<file path="config.mk">
export PLATFORM = sky130hd
export DESIGN_NAME = mcs_commutation_sequencer
export DESIGN_NICKNAME = d
export VERILOG_FILES = /design/src/logic/mcs_pkg.sv /design/src/logic/mcs_commutation_sequencer.sv
export VERILOG_INCLUDE_DIRS = /design/src /design/src/logic
export SDC_FILE = /design/constraint.sdc
export NUM_CORES = 1
export LEC_CHECK = 0
export BUFFER_PORTS_ARGS = -buffer_cell sky130_fd_sc_hd__buf_2
export CORE_ASPECT_RATIO = 0.6
export CORE_MARGIN = 2
export CORE_UTILIZATION = 55
export DETAILED_ROUTE_END_ITERATION = 7
export PLACE_DENSITY = 0.73
export SLEW_MARGIN = 20
export SYNTH_ARGS = -nofsm -noshare
export SYNTH_HDL_FRONTEND = slang
export SYNTH_SLANG_ARGS = --single-unit
export TNS_END_PERCENT = 50
</file>
<file path="constraint.sdc">
create_clock -name ref_clk -period 3.4 [get_ports ref_clk]
set_input_delay 0.68 -clock ref_clk [delete_from_list [all_inputs] [get_ports ref_clk]]
set_output_delay 0.68 -clock ref_clk [all_outputs]
set_load 0.01 [all_outputs]
</file>
<file path="src/logic/mcs_regs.svh">
// register map, field positions and timing constants of the commutation sequencer
// Summary of operation
// - force request code 2, or, after the first host request, a link with the mode flag clear, forces output
// - forcing captures the timebase as reference and disables match servicing
// - forcing clears the mode flag if select bit 0 set, else sets it
// - table entry at current state index loads pattern into every channel
// - all channels match together at reference time plus output delay
// - every forced or position update raises an interrupt
// - request code 3, or link with flag set, captures timebase, runs boundary test
// - in match mode a match runs the boundary test using the match time
// - boundary test adds programmed offset to remote position count
// - below lower: index down with wrap to last; boundaries move down one span
// - at or above upper: index up with wrap to zero; boundaries move up
// - select bit 1 clear enables match servicing; set disables and updates flag
// - the internal mode flag is hidden from software
// - service finishes within 34 plus 14 per channel clocks
// - the state table holds 16 entries
`ifndef MCS_REGS_SVH
`define MCS_REGS_SVH
`define MCS_A_CTRL      8'h00
`define MCS_A_STATUS    8'h04
`define MCS_A_MASK      8'h08
`define MCS_A_STATE     8'h0c
`define MCS_A_DELAY     8'h10
`define MCS_A_OFFSET    8'h14
`define MCS_A_LOWER     8'h18
`define MCS_A_UPPER     8'h1c
`define MCS_A_SPAN      8'h20
`define MCS_A_LAST      8'h24
`define MCS_A_TIMEBASE  8'h28
`define MCS_A_TABLE     8'h40
`define MCS_A_TABLE_END 8'h7c
`define MCS_CTRL_SEQ0   0
`define MCS_CTRL_SEQ1   1
`define MCS_CTRL_REQ_LO 4
`define MCS_CTRL_REQ_HI 5
`define MCS_REQ_FORCE   2'h2
`define MCS_REQ_LINK    2'h3
`define MCS_ST_UPDATE   0
`define MCS_SVC_BASE    34
`define MCS_SVC_PER_CH  14
`define MCS_CHANNELS    8
`define MCS_TABLE_DEPTH 16
`define MCS_LAST_RESET  4'h5
`define MCS_DELAY_RESET 16'h0010
`define MCS_RESP_OKAY   2'h0
`define MCS_RESP_SLVERR 2'h2
`endif

</file>
<file path="src/logic/mcs_pkg.sv">
// types of the commutation sequencer
package mcs_pkg;
  typedef enum logic [2:0] {
    MCS_IDLE,
    MCS_FORCE,
    MCS_CAPTURE,
    MCS_TEST,
    MCS_APPLY
  } mcs_state_t;
endpackage

</file>
<file path="src/logic/mcs_commutation_sequencer.sv">
// commutation sequencer: axi4-lite registers, state stepping, synchronized channel outputs
`timescale 1ns/100ps
`include "mcs_regs.svh"
module mcs_commutation_sequencer (
  // clock and reset
  input  wire logic        ref_clk,
  input  wire logic        sys_rst,
  // axi4-lite slave
  input  wire logic [7:0]  s_axi_awaddr,
  input  wire logic        s_axi_awvalid,
  output logic             s_axi_awready,
  input  wire logic [31:0] s_axi_wdata,
  input  wire logic [3:0]  s_axi_wstrb,
  input  wire logic        s_axi_wvalid,
  output logic             s_axi_wready,
  output logic [1:0]       s_axi_bresp,
  output logic             s_axi_bvalid,
  input  wire logic        s_axi_bready,
  input  wire logic [7:0]  s_axi_araddr,
  input  wire logic        s_axi_arvalid,
  output logic             s_axi_arready,
  output logic [31:0]      s_axi_rdata,
  output logic [1:0]       s_axi_rresp,
  output logic             s_axi_rvalid,
  input  wire logic        s_axi_rready,
  // position source and sensor decoder, same clock
  input  wire logic [15:0] positionCount,
  input  wire logic        linkReq,
  input  wire logic        linkStateValid,
  input  wire logic [3:0]  linkStateNo,
  // outputs
  output logic [7:0]       channelPins,
  output logic             irq
);
  localparam int NCH = `MCS_CHANNELS;
  localparam int NTAB = `MCS_TABLE_DEPTH;
  localparam int SVC_LIMIT = `MCS_SVC_BASE + `MCS_SVC_PER_CH * NCH;

  function automatic logic isTable(input logic [7:0] a);
    return a >= `MCS_A_TABLE && a <= `MCS_A_TABLE_END;
  endfunction

  // register state
  logic [1:0]  seqSel_r, seqSel_nxt;
  logic [15:0] delay_r, delay_nxt, offset_r, offset_nxt;
  logic [15:0] lower_r, lower_nxt, upper_r, upper_nxt, span_r, span_nxt;
  logic [3:0]  lastIdx_r, lastIdx_nxt, stateIdx_r, stateIdx_nxt;
  logic        status_r, status_nxt, mask_r, mask_nxt;
  logic [7:0]  table_r [NTAB];
  logic [7:0]  tableWrData;
  logic [3:0]  tableWrIdx;
  logic        tableWe;
  // bus state
  logic        awHave_r, awHave_nxt, wHave_r, wHave_nxt, bValid_r, bValid_nxt;
  logic [7:0]  awAddr_r, awAddr_nxt;
  logic [31:0] wData_r, wData_nxt, rData_r, rData_nxt;
  logic [3:0]  wStrb_r, wStrb_nxt;
  logic [1:0]  bResp_r, bResp_nxt, rResp_r, rResp_nxt;
  logic        rValid_r, rValid_nxt;
  logic        awRdy_r, wRdy_r, arRdy_r;
  // ready flags registered so every bus output leaves a flip-flop
  wire         awRdyNxt = !awHave_nxt && !bValid_nxt;
  wire         wRdyNxt  = !wHave_nxt && !bValid_nxt;
  wire         arRdyNxt = !rValid_nxt;
  // sequencer state
  mcs_pkg::mcs_state_t st_r, st_nxt;
  logic        modeFlag_r, modeFlag_nxt, matchEn_r, matchEn_nxt, armed_r, armed_nxt;
  logic        pending_r, pending_nxt, updateEv;
  logic [15:0] timebase_r, timebase_nxt, refTime_r, refTime_nxt, adjPos_r, adjPos_nxt;
  logic [15:0] matchTime_r, matchTime_nxt;
  logic [7:0]  pattern_r, pattern_nxt, pins_r, pins_nxt;
  logic        irq_r, irq_nxt;
  logic        hostReq;
  logic [1:0]  hostCode;
  logic        matchHit;

  // write channel: address and data taken in either order, response after both
  always_comb begin
    awHave_nxt = awHave_r;
    wHave_nxt  = wHave_r;
    awAddr_nxt = awAddr_r;
    wData_nxt  = wData_r;
    wStrb_nxt  = wStrb_r;
    bValid_nxt = bValid_r;
    bResp_nxt  = bResp_r;
    if (s_axi_awvalid && !awHave_r && !bValid_r) begin
      awHave_nxt = 1'b1;
      awAddr_nxt = s_axi_awaddr;
    end
    if (s_axi_wvalid && !wHave_r && !bValid_r) begin
      wHave_nxt = 1'b1;
      wData_nxt = s_axi_wdata;
      wStrb_nxt = s_axi_wstrb;
    end
    if (awHave_r && wHave_r) begin
      awHave_nxt = 1'b0;
      wHave_nxt  = 1'b0;
      bValid_nxt = 1'b1;
      bResp_nxt  = (awAddr_r <= `MCS_A_TIMEBASE || isTable(awAddr_r)) ? `MCS_RESP_OKAY : `MCS_RESP_SLVERR;
    end else if (bValid_r && s_axi_bready) begin
      bValid_nxt = 1'b0;
    end
  end

  wire wrGo = awHave_r && wHave_r;
  wire wrB0 = wrGo && wStrb_r[0];
  wire wrB1 = wrGo && wStrb_r[1];

  // read channel
  always_comb begin
    rValid_nxt = rValid_r;
    rData_nxt  = rData_r;
    rResp_nxt  = rResp_r;
    if (s_axi_arvalid && !rValid_r) begin
      rValid_nxt = 1'b1;
      rResp_nxt  = `MCS_RESP_OKAY;
      rData_nxt  = 32'h0000_0000;
      if (isTable(s_axi_araddr)) begin
        rData_nxt[7:0] = table_r[s_axi_araddr[5:2]];
      end else begin
        unique case (s_axi_araddr)
          `MCS_A_CTRL:     rData_nxt[1:0] = seqSel_r;
          `MCS_A_STATUS:   rData_nxt[0] = status_r;
          `MCS_A_MASK:     rData_nxt[0] = mask_r;
          `MCS_A_STATE:    rData_nxt[3:0] = stateIdx_r;
          `MCS_A_DELAY:    rData_nxt[15:0] = delay_r;
          `MCS_A_OFFSET:   rData_nxt[15:0] = offset_r;
          `MCS_A_LOWER:    rData_nxt[15:0] = lower_r;
          `MCS_A_UPPER:    rData_nxt[15:0] = upper_r;
          `MCS_A_SPAN:     rData_nxt[15:0] = span_r;
          `MCS_A_LAST:     rData_nxt[3:0] = lastIdx_r;
          `MCS_A_TIMEBASE: rData_nxt[15:0] = timebase_r;
          default:         rResp_nxt = `MCS_RESP_SLVERR;
        endcase
      end
    end else if (rValid_r && s_axi_rready) begin
      rValid_nxt = 1'b0;
    end
  end

  // host request decode; mode flag has no address
  assign hostCode   = wData_r[`MCS_CTRL_REQ_HI:`MCS_CTRL_REQ_LO];
  assign hostReq    = wrB0 && awAddr_r == `MCS_A_CTRL && hostCode[1];
  assign tableWe    = wrB0 && isTable(awAddr_r);
  assign tableWrIdx = awAddr_r[5:2];
  assign tableWrData = wData_r[7:0];
  assign matchHit   = matchEn_r && timebase_r == matchTime_r;

  // sequencer next state
  always_comb begin
    st_nxt       = st_r;
    modeFlag_nxt = modeFlag_r;
    matchEn_nxt  = matchEn_r;
    armed_nxt    = armed_r;
    pending_nxt  = pending_r;
    refTime_nxt  = refTime_r;
    adjPos_nxt   = adjPos_r;
    stateIdx_nxt = stateIdx_r;
    lower_nxt    = lower_r;
    upper_nxt    = upper_r;
    pattern_nxt  = pattern_r;
    matchTime_nxt = matchTime_r;
    pins_nxt     = pins_r;
    updateEv     = 1'b0;
    timebase_nxt = timebase_r + 16'h0001;
    seqSel_nxt   = seqSel_r;
    offset_nxt   = offset_r;
    span_nxt     = span_r;
    delay_nxt    = delay_r;
    lastIdx_nxt  = lastIdx_r;
    if (wrB0 && awAddr_r == `MCS_A_CTRL) seqSel_nxt = wData_r[1:0];
    if (wrB0 && awAddr_r == `MCS_A_LAST) lastIdx_nxt = wData_r[3:0];
    if (wrB0 && awAddr_r == `MCS_A_DELAY) delay_nxt[7:0] = wData_r[7:0];
    if (wrB1 && awAddr_r == `MCS_A_DELAY) delay_nxt[15:8] = wData_r[15:8];
    if (wrB0 && awAddr_r == `MCS_A_OFFSET) offset_nxt[7:0] = wData_r[7:0];
    if (wrB1 && awAddr_r == `MCS_A_OFFSET) offset_nxt[15:8] = wData_r[15:8];
    if (wrB0 && awAddr_r == `MCS_A_SPAN) span_nxt[7:0] = wData_r[7:0];
    if (wrB1 && awAddr_r == `MCS_A_SPAN) span_nxt[15:8] = wData_r[15:8];
    // applied pattern lands on all pins at the shared match
    if (pending_r && timebase_r == refTime_r) begin
      pins_nxt    = pattern_r;
      pending_nxt = 1'b0;
    end
    if (linkReq && linkStateValid && armed_r) stateIdx_nxt = linkStateNo;
    unique case (st_r)
      mcs_pkg::MCS_IDLE: begin
        if (wrB0 && awAddr_r == `MCS_A_STATE) stateIdx_nxt = wData_r[3:0];
        if (wrB0 && awAddr_r == `MCS_A_LOWER) lower_nxt[7:0] = wData_r[7:0];
        if (wrB1 && awAddr_r == `MCS_A_LOWER) lower_nxt[15:8] = wData_r[15:8];
        if (wrB0 && awAddr_r == `MCS_A_UPPER) upper_nxt[7:0] = wData_r[7:0];
        if (wrB1 && awAddr_r == `MCS_A_UPPER) upper_nxt[15:8] = wData_r[15:8];
        if (hostReq) begin
          armed_nxt   = 1'b1;
          refTime_nxt = timebase_r;
          if (hostCode == `MCS_REQ_FORCE) st_nxt = mcs_pkg::MCS_FORCE;
          else st_nxt = mcs_pkg::MCS_CAPTURE;
        end else if (linkReq && armed_r) begin
          refTime_nxt = timebase_r;
          st_nxt = modeFlag_r ? mcs_pkg::MCS_CAPTURE : mcs_pkg::MCS_FORCE;
        end else if (matchHit) begin
          refTime_nxt = matchTime_r;
          st_nxt = mcs_pkg::MCS_CAPTURE;
        end
      end
      mcs_pkg::MCS_FORCE: begin
        matchEn_nxt  = 1'b0;
        modeFlag_nxt = !seqSel_r[0];
        st_nxt = mcs_pkg::MCS_APPLY;
      end
      mcs_pkg::MCS_CAPTURE: begin
        adjPos_nxt = positionCount + offset_r;
        st_nxt = mcs_pkg::MCS_TEST;
      end
      mcs_pkg::MCS_TEST: begin
        if (adjPos_r < lower_r) begin
          stateIdx_nxt = (stateIdx_r == 4'h0) ? lastIdx_r : stateIdx_r - 4'h1;
          upper_nxt = lower_r;
          lower_nxt = lower_r - span_r;
        end else if (adjPos_r >= upper_r) begin
          stateIdx_nxt = (stateIdx_r >= lastIdx_r) ? 4'h0 : stateIdx_r + 4'h1;
          lower_nxt = upper_r;
          upper_nxt = upper_r + span_r;
        end
        if (!seqSel_r[`MCS_CTRL_SEQ1]) begin
          matchEn_nxt = 1'b1;
        end else begin
          matchEn_nxt  = 1'b0;
          modeFlag_nxt = !seqSel_r[`MCS_CTRL_SEQ0];
        end
        st_nxt = mcs_pkg::MCS_APPLY;
      end
      mcs_pkg::MCS_APPLY: begin
        pattern_nxt   = table_r[stateIdx_r];
        refTime_nxt   = refTime_r + delay_r;
        matchTime_nxt = refTime_r + delay_r;
        pending_nxt   = 1'b1;
        updateEv      = 1'b1;
        st_nxt = mcs_pkg::MCS_IDLE;
      end
    endcase
  end

  // interrupt status, write one to clear, set wins
  always_comb begin
    status_nxt = status_r;
    mask_nxt   = mask_r;
    if (wrB0 && awAddr_r == `MCS_A_STATUS && wData_r[`MCS_ST_UPDATE]) status_nxt = 1'b0;
    if (updateEv) status_nxt = 1'b1;
    if (wrB0 && awAddr_r == `MCS_A_MASK) mask_nxt = wData_r[0];
    irq_nxt = status_nxt && mask_nxt;
  end

  always_ff @(posedge ref_clk) begin
    if (tableWe) table_r[tableWrIdx] <= tableWrData;
  end

  always_ff @(posedge ref_clk) begin
    if (sys_rst) begin
      awHave_r <= 1'b0; wHave_r <= 1'b0; bValid_r <= 1'b0; rValid_r <= 1'b0;
      awAddr_r <= 8'h00; wData_r <= 32'h0000_0000; wStrb_r <= 4'h0;
      bResp_r <= `MCS_RESP_OKAY; rResp_r <= `MCS_RESP_OKAY; rData_r <= 32'h0000_0000;
      st_r <= mcs_pkg::MCS_IDLE; modeFlag_r <= 1'b0; matchEn_r <= 1'b0; armed_r <= 1'b0;
      pending_r <= 1'b0; timebase_r <= 16'h0000; refTime_r <= 16'h0000; adjPos_r <= 16'h0000;
      matchTime_r <= 16'h0000; pattern_r <= 8'h00; pins_r <= 8'h00; irq_r <= 1'b0;
      stateIdx_r <= 4'h0; lower_r <= 16'h0000; upper_r <= 16'h0000; span_r <= 16'h0000;
      seqSel_r <= 2'h0; offset_r <= 16'h0000; delay_r <= `MCS_DELAY_RESET;
      lastIdx_r <= `MCS_LAST_RESET; status_r <= 1'b0; mask_r <= 1'b0;
      awRdy_r <= 1'b1; wRdy_r <= 1'b1; arRdy_r <= 1'b1;
    end else begin
      awRdy_r <= awRdyNxt; wRdy_r <= wRdyNxt; arRdy_r <= arRdyNxt;
      awHave_r <= awHave_nxt; wHave_r <= wHave_nxt; bValid_r <= bValid_nxt; rValid_r <= rValid_nxt;
      awAddr_r <= awAddr_nxt; wData_r <= wData_nxt; wStrb_r <= wStrb_nxt;
      bResp_r <= bResp_nxt; rResp_r <= rResp_nxt; rData_r <= rData_nxt;
      st_r <= st_nxt; modeFlag_r <= modeFlag_nxt; matchEn_r <= matchEn_nxt; armed_r <= armed_nxt;
      pending_r <= pending_nxt; timebase_r <= timebase_nxt; refTime_r <= refTime_nxt;
      adjPos_r <= adjPos_nxt; matchTime_r <= matchTime_nxt; pattern_r <= pattern_nxt;
      pins_r <= pins_nxt; irq_r <= irq_nxt;
      stateIdx_r <= stateIdx_nxt; lower_r <= lower_nxt; upper_r <= upper_nxt; span_r <= span_nxt;
      seqSel_r <= seqSel_nxt; offset_r <= offset_nxt; delay_r <= delay_nxt;
      lastIdx_r <= lastIdx_nxt; status_r <= status_nxt; mask_r <= mask_nxt;
    end
  end

  assign s_axi_awready = awRdy_r;
  assign s_axi_wready  = wRdy_r;
  assign s_axi_bvalid  = bValid_r;
  assign s_axi_bresp   = bResp_r;
  assign s_axi_arready = arRdy_r;
  assign s_axi_rvalid  = rValid_r;
  assign s_axi_rdata   = rData_r;
  assign s_axi_rresp   = rResp_r;
  assign channelPins   = pins_r;
  assign irq           = irq_r;
endmodule

</file>
==> results.yml, run 1 <==
finish:
  multi_input_area_mm2: 0.0110
  syn_to_final_growth_pct: 12.3
  fillers: 2888
  drive_gt1_frac: 0.168
  nNetsFinal: 2335
  utilization: 0.627
  seqCellArea_mm2: 0.00847
synth:
  yosys-top-cells-count: "231 x dfxtp_1, 231 x nand2_1, 187 x a21oi_1"
  netlist_area_mm2: 0.0203
  synth_seq_area_share: 0.418
  synth_cells: 2049
  synth_flop_cell: "dfxtp_1"
  synth_area_leaders: "dfxtp_1 23%, edfxtp_1 19%, mux4_2 9.6%"
  ys_warn_count: 0
  ys_seq_elements: 359
  synthDistinctLibCells: 83
  async_reset_ff_frac: 0
  netlist.area_leader.share: 0.228
  post-synth-top-area-cell: "dfxtp_1"
  synth.avg_cell_area_um2: 9.88
  synth-edff-count: 128
route:
  avgRoutedWirePerCell_um: 24.7
  firstDrtPassIters: 7
  postRouteAntennaNets: 0
  viasPerCell: 6.50
  finalWirelength_um: 65500
  drc_errors: 0
  drt_iter0_drc: 2607
  vias: 17272
critical_path:
  crit_fanout: 5
  reg2reg_depth: 11
  r2r_start: "upper_r[0]"
  arrival_ns: 3.49
  r2r_slack_ns: 0.32
  path_class: "reg -> reg"
  timing.rr.end: "upper_r[12]"
  cp_data_required_time_ns: 3.82
  critPathSlowestCell: "dfxtp_1"
  cpPeakStageDelay_ns: 0.56
  crit_chain: "ha_1 > inv_1 > fa_1 > nor2b_1 > o31a_1 > o22ai_1 > o21ai_0 > o22ai_1 > xor2_1 > o21ai_0 > a32o_1"
  critPathLaunchType: "flop"
  critPathBufInv: 1
  endpoint_kind: "flop"
  critPathTopFamily: "compound AO/OA/AOI/OAI gates"
sta:
  slew-limit-headroom: 0.231
  skew_ns: 0.0197
  final_hold_viol_count: 0
  setup_tns_ns: 0
  fmax_mhz: 325
  worst_pin_slew_ns: 1.15
  period_share: 0.905
  rsz0062_at_grt: "no"
  final.min_clock_period_ns: 3.08
  slew_viol_final: 0
  setup_viol: 0
cts:
  cts_tree: "built"
  clk_path_buf_depth: 3
  cts_resized: 0
  cts_buffers: 36
  clock-sinks: 359
  postCtsSetupBuffers: 0
  ctsHoldBuffers: 0
  htreeDepth: 2
  clk_pin_slew_ns: 0.07
  cts_root_buffer: "clkbuf_16"
  clock_latency_ns: 0.55
min_path:
  whs_endpoint: "awAddr_r[6]"
  whs_path_depth: 3
  hp-start: "s_axi_awaddr[6]"
  hold_class: "in -> reg"
global_route:
  gr-total-overflow: 0
  top_usage_layer: "met1"
  grt_usage: 0.340
  grt_pass1_wl_um: 99200
  grt_max_degree: 70
  grt_pass1_vias: 16310
  met2_usage: 0.461
  antenna_found_initial: 3
  grtUsageMet3: 0.118
  globalRouteMet1Util: 0.512
power:
  powerDensity_mw_per_mm2: 409
  p_leak_nw: 8.83
  peakVddDrop_mv: 0.287
place:
  io_buffers: 94
  place_congestion: 0.986
  hpwl_um: 47900
flow_run:
  maxCapViolations: 0
die:
  dieWidth_um: 252
  die_h_um: 153
  placementRows: 54
  core_mm2: 0.0363
  floorplan.initialDensity: 0.558
  die-area_mm2: 0.0384
  ios: 131
status:
  outcome: "complete, no violations"
==> through the flow <==
stage / hold slack (ns) / area [um2] / worst slack [ns] / power [W] / std cells
detailed placement: 0.447 / 21500 / 0.277 / 0.00520 / 2590
CTS: 0.367 / 22700 / 0.387 / 0.00927 / 2655
global route: 0.377 / 22700 / 0.141 / 0.00950 / 2658
finish: 0.377 / 22700 / 0.324 / 0.00929 / 2658
global placement: 0.445 / 21500 / 0.321 / 0.00519 / 2590
floorplan: 0.435 / 20300 / 0.571 / 0.00497 / 2066
==> layout make-up <==
type	instances	share of cell area
diodes	3	0.000330
well taps	476	0.0262
repair buffers	192	0.0544
multi-input cells	1495	0.482
flip-flops and latches	359	0.373
inverters	68	0.0112
clock buffers	51	0.0462
clock inverters	14	0.00716
==> flip-flops by register name (all words and copies together), names as in the netlist, 2 cells and up <==
name,flops
s_axi_rdata,16
pattern_r,8
lower_r,16
channelPins,8
offset_r,16
wStrb_r,2
lastIdx_r,4
matchTime_r,16
wData_r,16
span_r,16
adjPos_r,16
seqSel_r,2
stateIdx_r,4
table_r,128
refTime_r,16
st_r,3
awAddr_r,8
delay_r,16
timebase_r,16
upper_r,16
==> power breakdown <==
| part | total, W | internal [W] | leakage [nW] | switching, W |
|---|---|---|---|---|
| Sequential | 0.00459 | 0.00449 | 2.97 | 0.0000952 |
| Combinational | 0.000546 | 0.000202 | 5.26 | 0.000344 |
| Clock | 0.00416 | 0.00240 | 0.598 | 0.00176 |
| Total | 0.00929 | 0.00709 | 8.83 | 0.00220 |
==> cells by family after synthesis <==
logic type,count (synthesis),synth area share
AO/OA/AOI/OAI,478,0.154
XOR/XNOR,83,0.0366
adder cells (fa/ha/maj),102,0.0645
buffers and inverters,212,0.0451
flip-flops,359,0.418
multiplexers,179,0.142
other,1,0.000185
AND/OR/NAND/NOR,635,0.140
==> worst reg2reg max path, cell delays in order, from the launching register on <==
cell and delay (ns):
dfxtp_1 0.56, ha_1 0.28, inv_1 0.07, fa_1 0.40
nor2b_1 0.19, o31a_1 0.26, o22ai_1 0.18, o21ai_0 0.34
o22ai_1 0.18, xor2_1 0.17, o21ai_0 0.11, a32o_1 0.22
==> layer usage <==
layer	vias up	routed length, um	part of all wire
li1	7726	-	-
met1	8219	27500	0.42
met2	1185	26000	0.40
met3	142	10400	0.16
met4	0	1690	0.026
met5	-	0	0
==> layout by cell type, fill, tap and decap left out, types with 10 or more instances in the layout <==
cell	instances
inv_1	67
a21o_1	20
a22oi_1	18
o211ai_1	23
buf_2	93
ha_1	98
and2_1	12
nand3_1	68
mux4_2	86
a221oi_1	13
dfxtp_1	230
nand2_1	231
buf_4	96
xnor2_1	42
and3_1	17
xor2_1	40
nand2b_1	17
nor2b_1	14
a21oi_1	187
edfxtp_1	128
nor4_1	10
o21ai_0	71
nand4_1	11
a211oi_1	25
nor2_1	180
a31oi_1	17
mux2i_1	88
clkbuf_16	38
nor3_1	41
conb_1	18
o21a_1	14
==> worst max-delay path by stage <==
stage | slack [ns] | cells past startpoint | end | from
global placement | 0.32 | 10 | adjPos_r[13] | positionCount[6]
CTS | 0.39 | 10 | lower_r[15] | upper_r[6]
floorplan | 0.57 | 9 | adjPos_r[13] | positionCount[6]
global route | 0.14 | 10 | lower_r[15] | upper_r[6]
detailed placement | 0.28 | 10 | adjPos_r[13] | positionCount[6]
finish | 0.32 | 11 | upper_r[12] | upper_r[0]
(Power assumes the default switching activity.)
==> run 2, diff against run 1 <==
--- a/config.mk
+++ b/config.mk
@@ -6,8 +6,9 @@
 export SDC_FILE = /design/constraint.sdc
 export NUM_CORES = 1
 export LEC_CHECK = 0
+export ABC_AREA = 0
 export BUFFER_PORTS_ARGS = -buffer_cell sky130_fd_sc_hd__buf_2
-export CORE_ASPECT_RATIO = 0.6
+export CORE_ASPECT_RATIO = 1.2
 export CORE_MARGIN = 2
 export CORE_UTILIZATION = 55
 export DETAILED_ROUTE_END_ITERATION = 7
==> results.yml, run 2 (synthesized netlist as in run 1, its figures left out) <==
power:
  clkPwrFrac: 0.452
  p_leak_nw: 8.84
  combPwrFrac: 0.056
  peakVddDrop_mv: 0.542
  p_total_w: 0.00932
  powerDensity_mw_per_mm2: 409
  p_sw_w: 0.00217
  swShare: 0.232
  pwr-share-seq: 0.492
  power.internal_w: 0.00715
route:
  drc_errors: 0
  firstDrtPassIters: 5
  finalWirelength_um: 59900
  viasPerCell: 6.30
  postRouteAntennaNets: 0
  avgRoutedWirePerCell_um: 22.6
  vias: 16725
  drt_iter0_drc: 1399
critical_path:
  critPathLaunchType: "flop"
  critPathBufInv: 1
  critPathSlowestCell: "dfxtp_1"
  cpPeakStageDelay_ns: 0.49
  crit_chain: "inv_1 > ha_1 > nor2b_1 > o31ai_1 > a21oi_1 > a221o_1 > o31ai_1 > mux2_2 > a21oi_1 > a32o_1"
  path_class: "reg -> reg"
  r2r_slack_ns: 0.41
  critPathTopFamily: "compound AO/OA/AOI/OAI gates"
  r2r_start: "span_r[2]"
  crit_fanout: 4
  cp_data_required_time_ns: 3.87
  timing.rr.end: "lower_r[14]"
  endpoint_kind: "flop"
  reg2reg_depth: 10
  arrival_ns: 3.46
place:
  dp_slack_ns: 0.306
  place_congestion: 0.985
  hpwl_um: 43600
  io_buffers: 94
cts:
  clk_pin_slew_ns: 0.06
  clk_path_buf_depth: 3
  cts_resized: 0
  cts_tree: "built"
  postCtsSetupBuffers: 0
  cts_buffers: 38
  clock_latency_ns: 0.54
  cts_root_buffer: "clkbuf_16"
  ctsHoldBuffers: 0
  clock-sinks: 359
  htreeDepth: 2
die:
  floorplan.initialDensity: 0.553
  die_h_um: 214
  ios: 131
  core_mm2: 0.0366
  die-area_mm2: 0.0384
  placementRows: 77
  dieWidth_um: 179
sta:
  period_share: 0.879
  rsz0062_at_grt: "no"
  final.min_clock_period_ns: 2.99
  final_hold_viol_count: 0
  worst_pin_slew_ns: 1.04
  setup_tns_ns: 0
  fmax_mhz: 335
  setup_viol: 0
  finalWorstSetupSlack_ns: 0.411
  slew-limit-headroom: 0.303
  slew_viol_final: 0
  whs_ns: 0.374
  skew_ns: 0.0197
global_route:
  antenna_found_initial: 2
  grt_max_degree: 126
  grt_pass1_vias: 16274
  gr-total-overflow: 0
  grt_pass1_wl_um: 91900
  grt_usage: 0.314
finish:
  syn_to_final_growth_pct: 12.5
  drive_gt1_frac: 0.170
  final_cell_mix: "231 x nand2_1, 230 x dfxtp_1, 187 x a21oi_1, 180 x nor2_1, 128 x edfxtp_1"
  layout_commonest_cell: "nand2_1"
  registers.top_by_ff_count: "table_r"
  fillers: 3016
  nNetsFinal: 2334
  largest_register_ffs: 128
min_path:
  hold_class: "in -> reg"
  hp-start: "s_axi_wdata[0]"
  whs_endpoint: "wData_r[0]"
  whs_path_depth: 3
status:
  outcome: "complete, no violations"
flow_run:
  maxCapViolations: 0
## run 2: cell count changes in the layout (fill, tap and decap cells not counted), moves of 2 or more
cell | before | now
clkbuf_1 | 7 | 3
clkinvlp_2 | 0 | 2
clkinv_1 | 3 | 1
buf_4 | 96 | 90
clkinv_2 | 4 | 11
clkinv_4 | 2 | 0
buf_12 | 2 | 5
## run 2: cell type report
| cell class | instances | area [um2] | share of cell area |
|---|---|---|---|
| multi-input combinational | 1495 | 10900 | 0.481 |
| sequential | 359 | 8470 | 0.372 |
| timing repair buffer | 189 | 1250 | 0.0550 |
| clock buffer | 48 | 1070 | 0.0470 |
| tap | 474 | 593 | 0.0260 |
| inverter | 68 | 255 | 0.0112 |
| clock inverter | 19 | 186 | 0.00818 |
| antenna | 2 | 5.00 | 0.000220 |
## run 2: worst reg2reg max path, cell delays in order, from the launching register on
cell	delay [ns]
dfxtp_1	0.49
inv_1	0.10
ha_1	0.34
nor2b_1	0.17
o31ai_1	0.37
a21oi_1	0.21
a221o_1	0.36
o31ai_1	0.25
mux2_2	0.37
a21oi_1	0.15
a32o_1	0.13
## run 2: how the worst max path moves through the flow
stage          cells past startpoint  slack (ns)             start             to
6_report                          10        0.41         span_r[2]    lower_r[14]
3_5_place_dp                      10        0.31  positionCount[6]   adjPos_r[13]
3_3_place_gp                      10        0.27  positionCount[6]   adjPos_r[13]
4_1_cts                           10        0.48       upper_r[13]    lower_r[15]
2_1_floorplan                      9        0.57  positionCount[6]   adjPos_r[13]
5_1_grt                            9        0.15       awAddr_r[7]  refTime_r[14]
## run 2: stage by stage
step,cell area (um2),utilization,cells
6_report,22800,0.622,2654
3_3_place_gp,21500,0.588,2585
4_1_cts,22800,0.622,2652
5_1_grt,22800,0.622,2653
2_1_floorplan,20300,-,2066
3_5_place_dp,21500,0.588,2585
## run 2: per-layer routing
metal  track usage  part of all wire  wire length, um
met1         0.377              0.38            22700
met2         0.527              0.49            29200
met4         0.194             0.070             4220
met5             0                 0                0
met3        0.0459             0.064             3820
## run 2: power by group through the flow
stage	logic, W	clock network [W]	registers, W
6_report	0.000525	0.00421	0.00459
5_1_grt	0.000566	0.00442	0.00459
4_1_cts	0.000519	0.00425	0.00458
3_5_place_dp	0.000516	0	0.00468
3_3_place_gp	0.000505	0	0.00467
2_1_floorplan	0.000331	0	0.00464
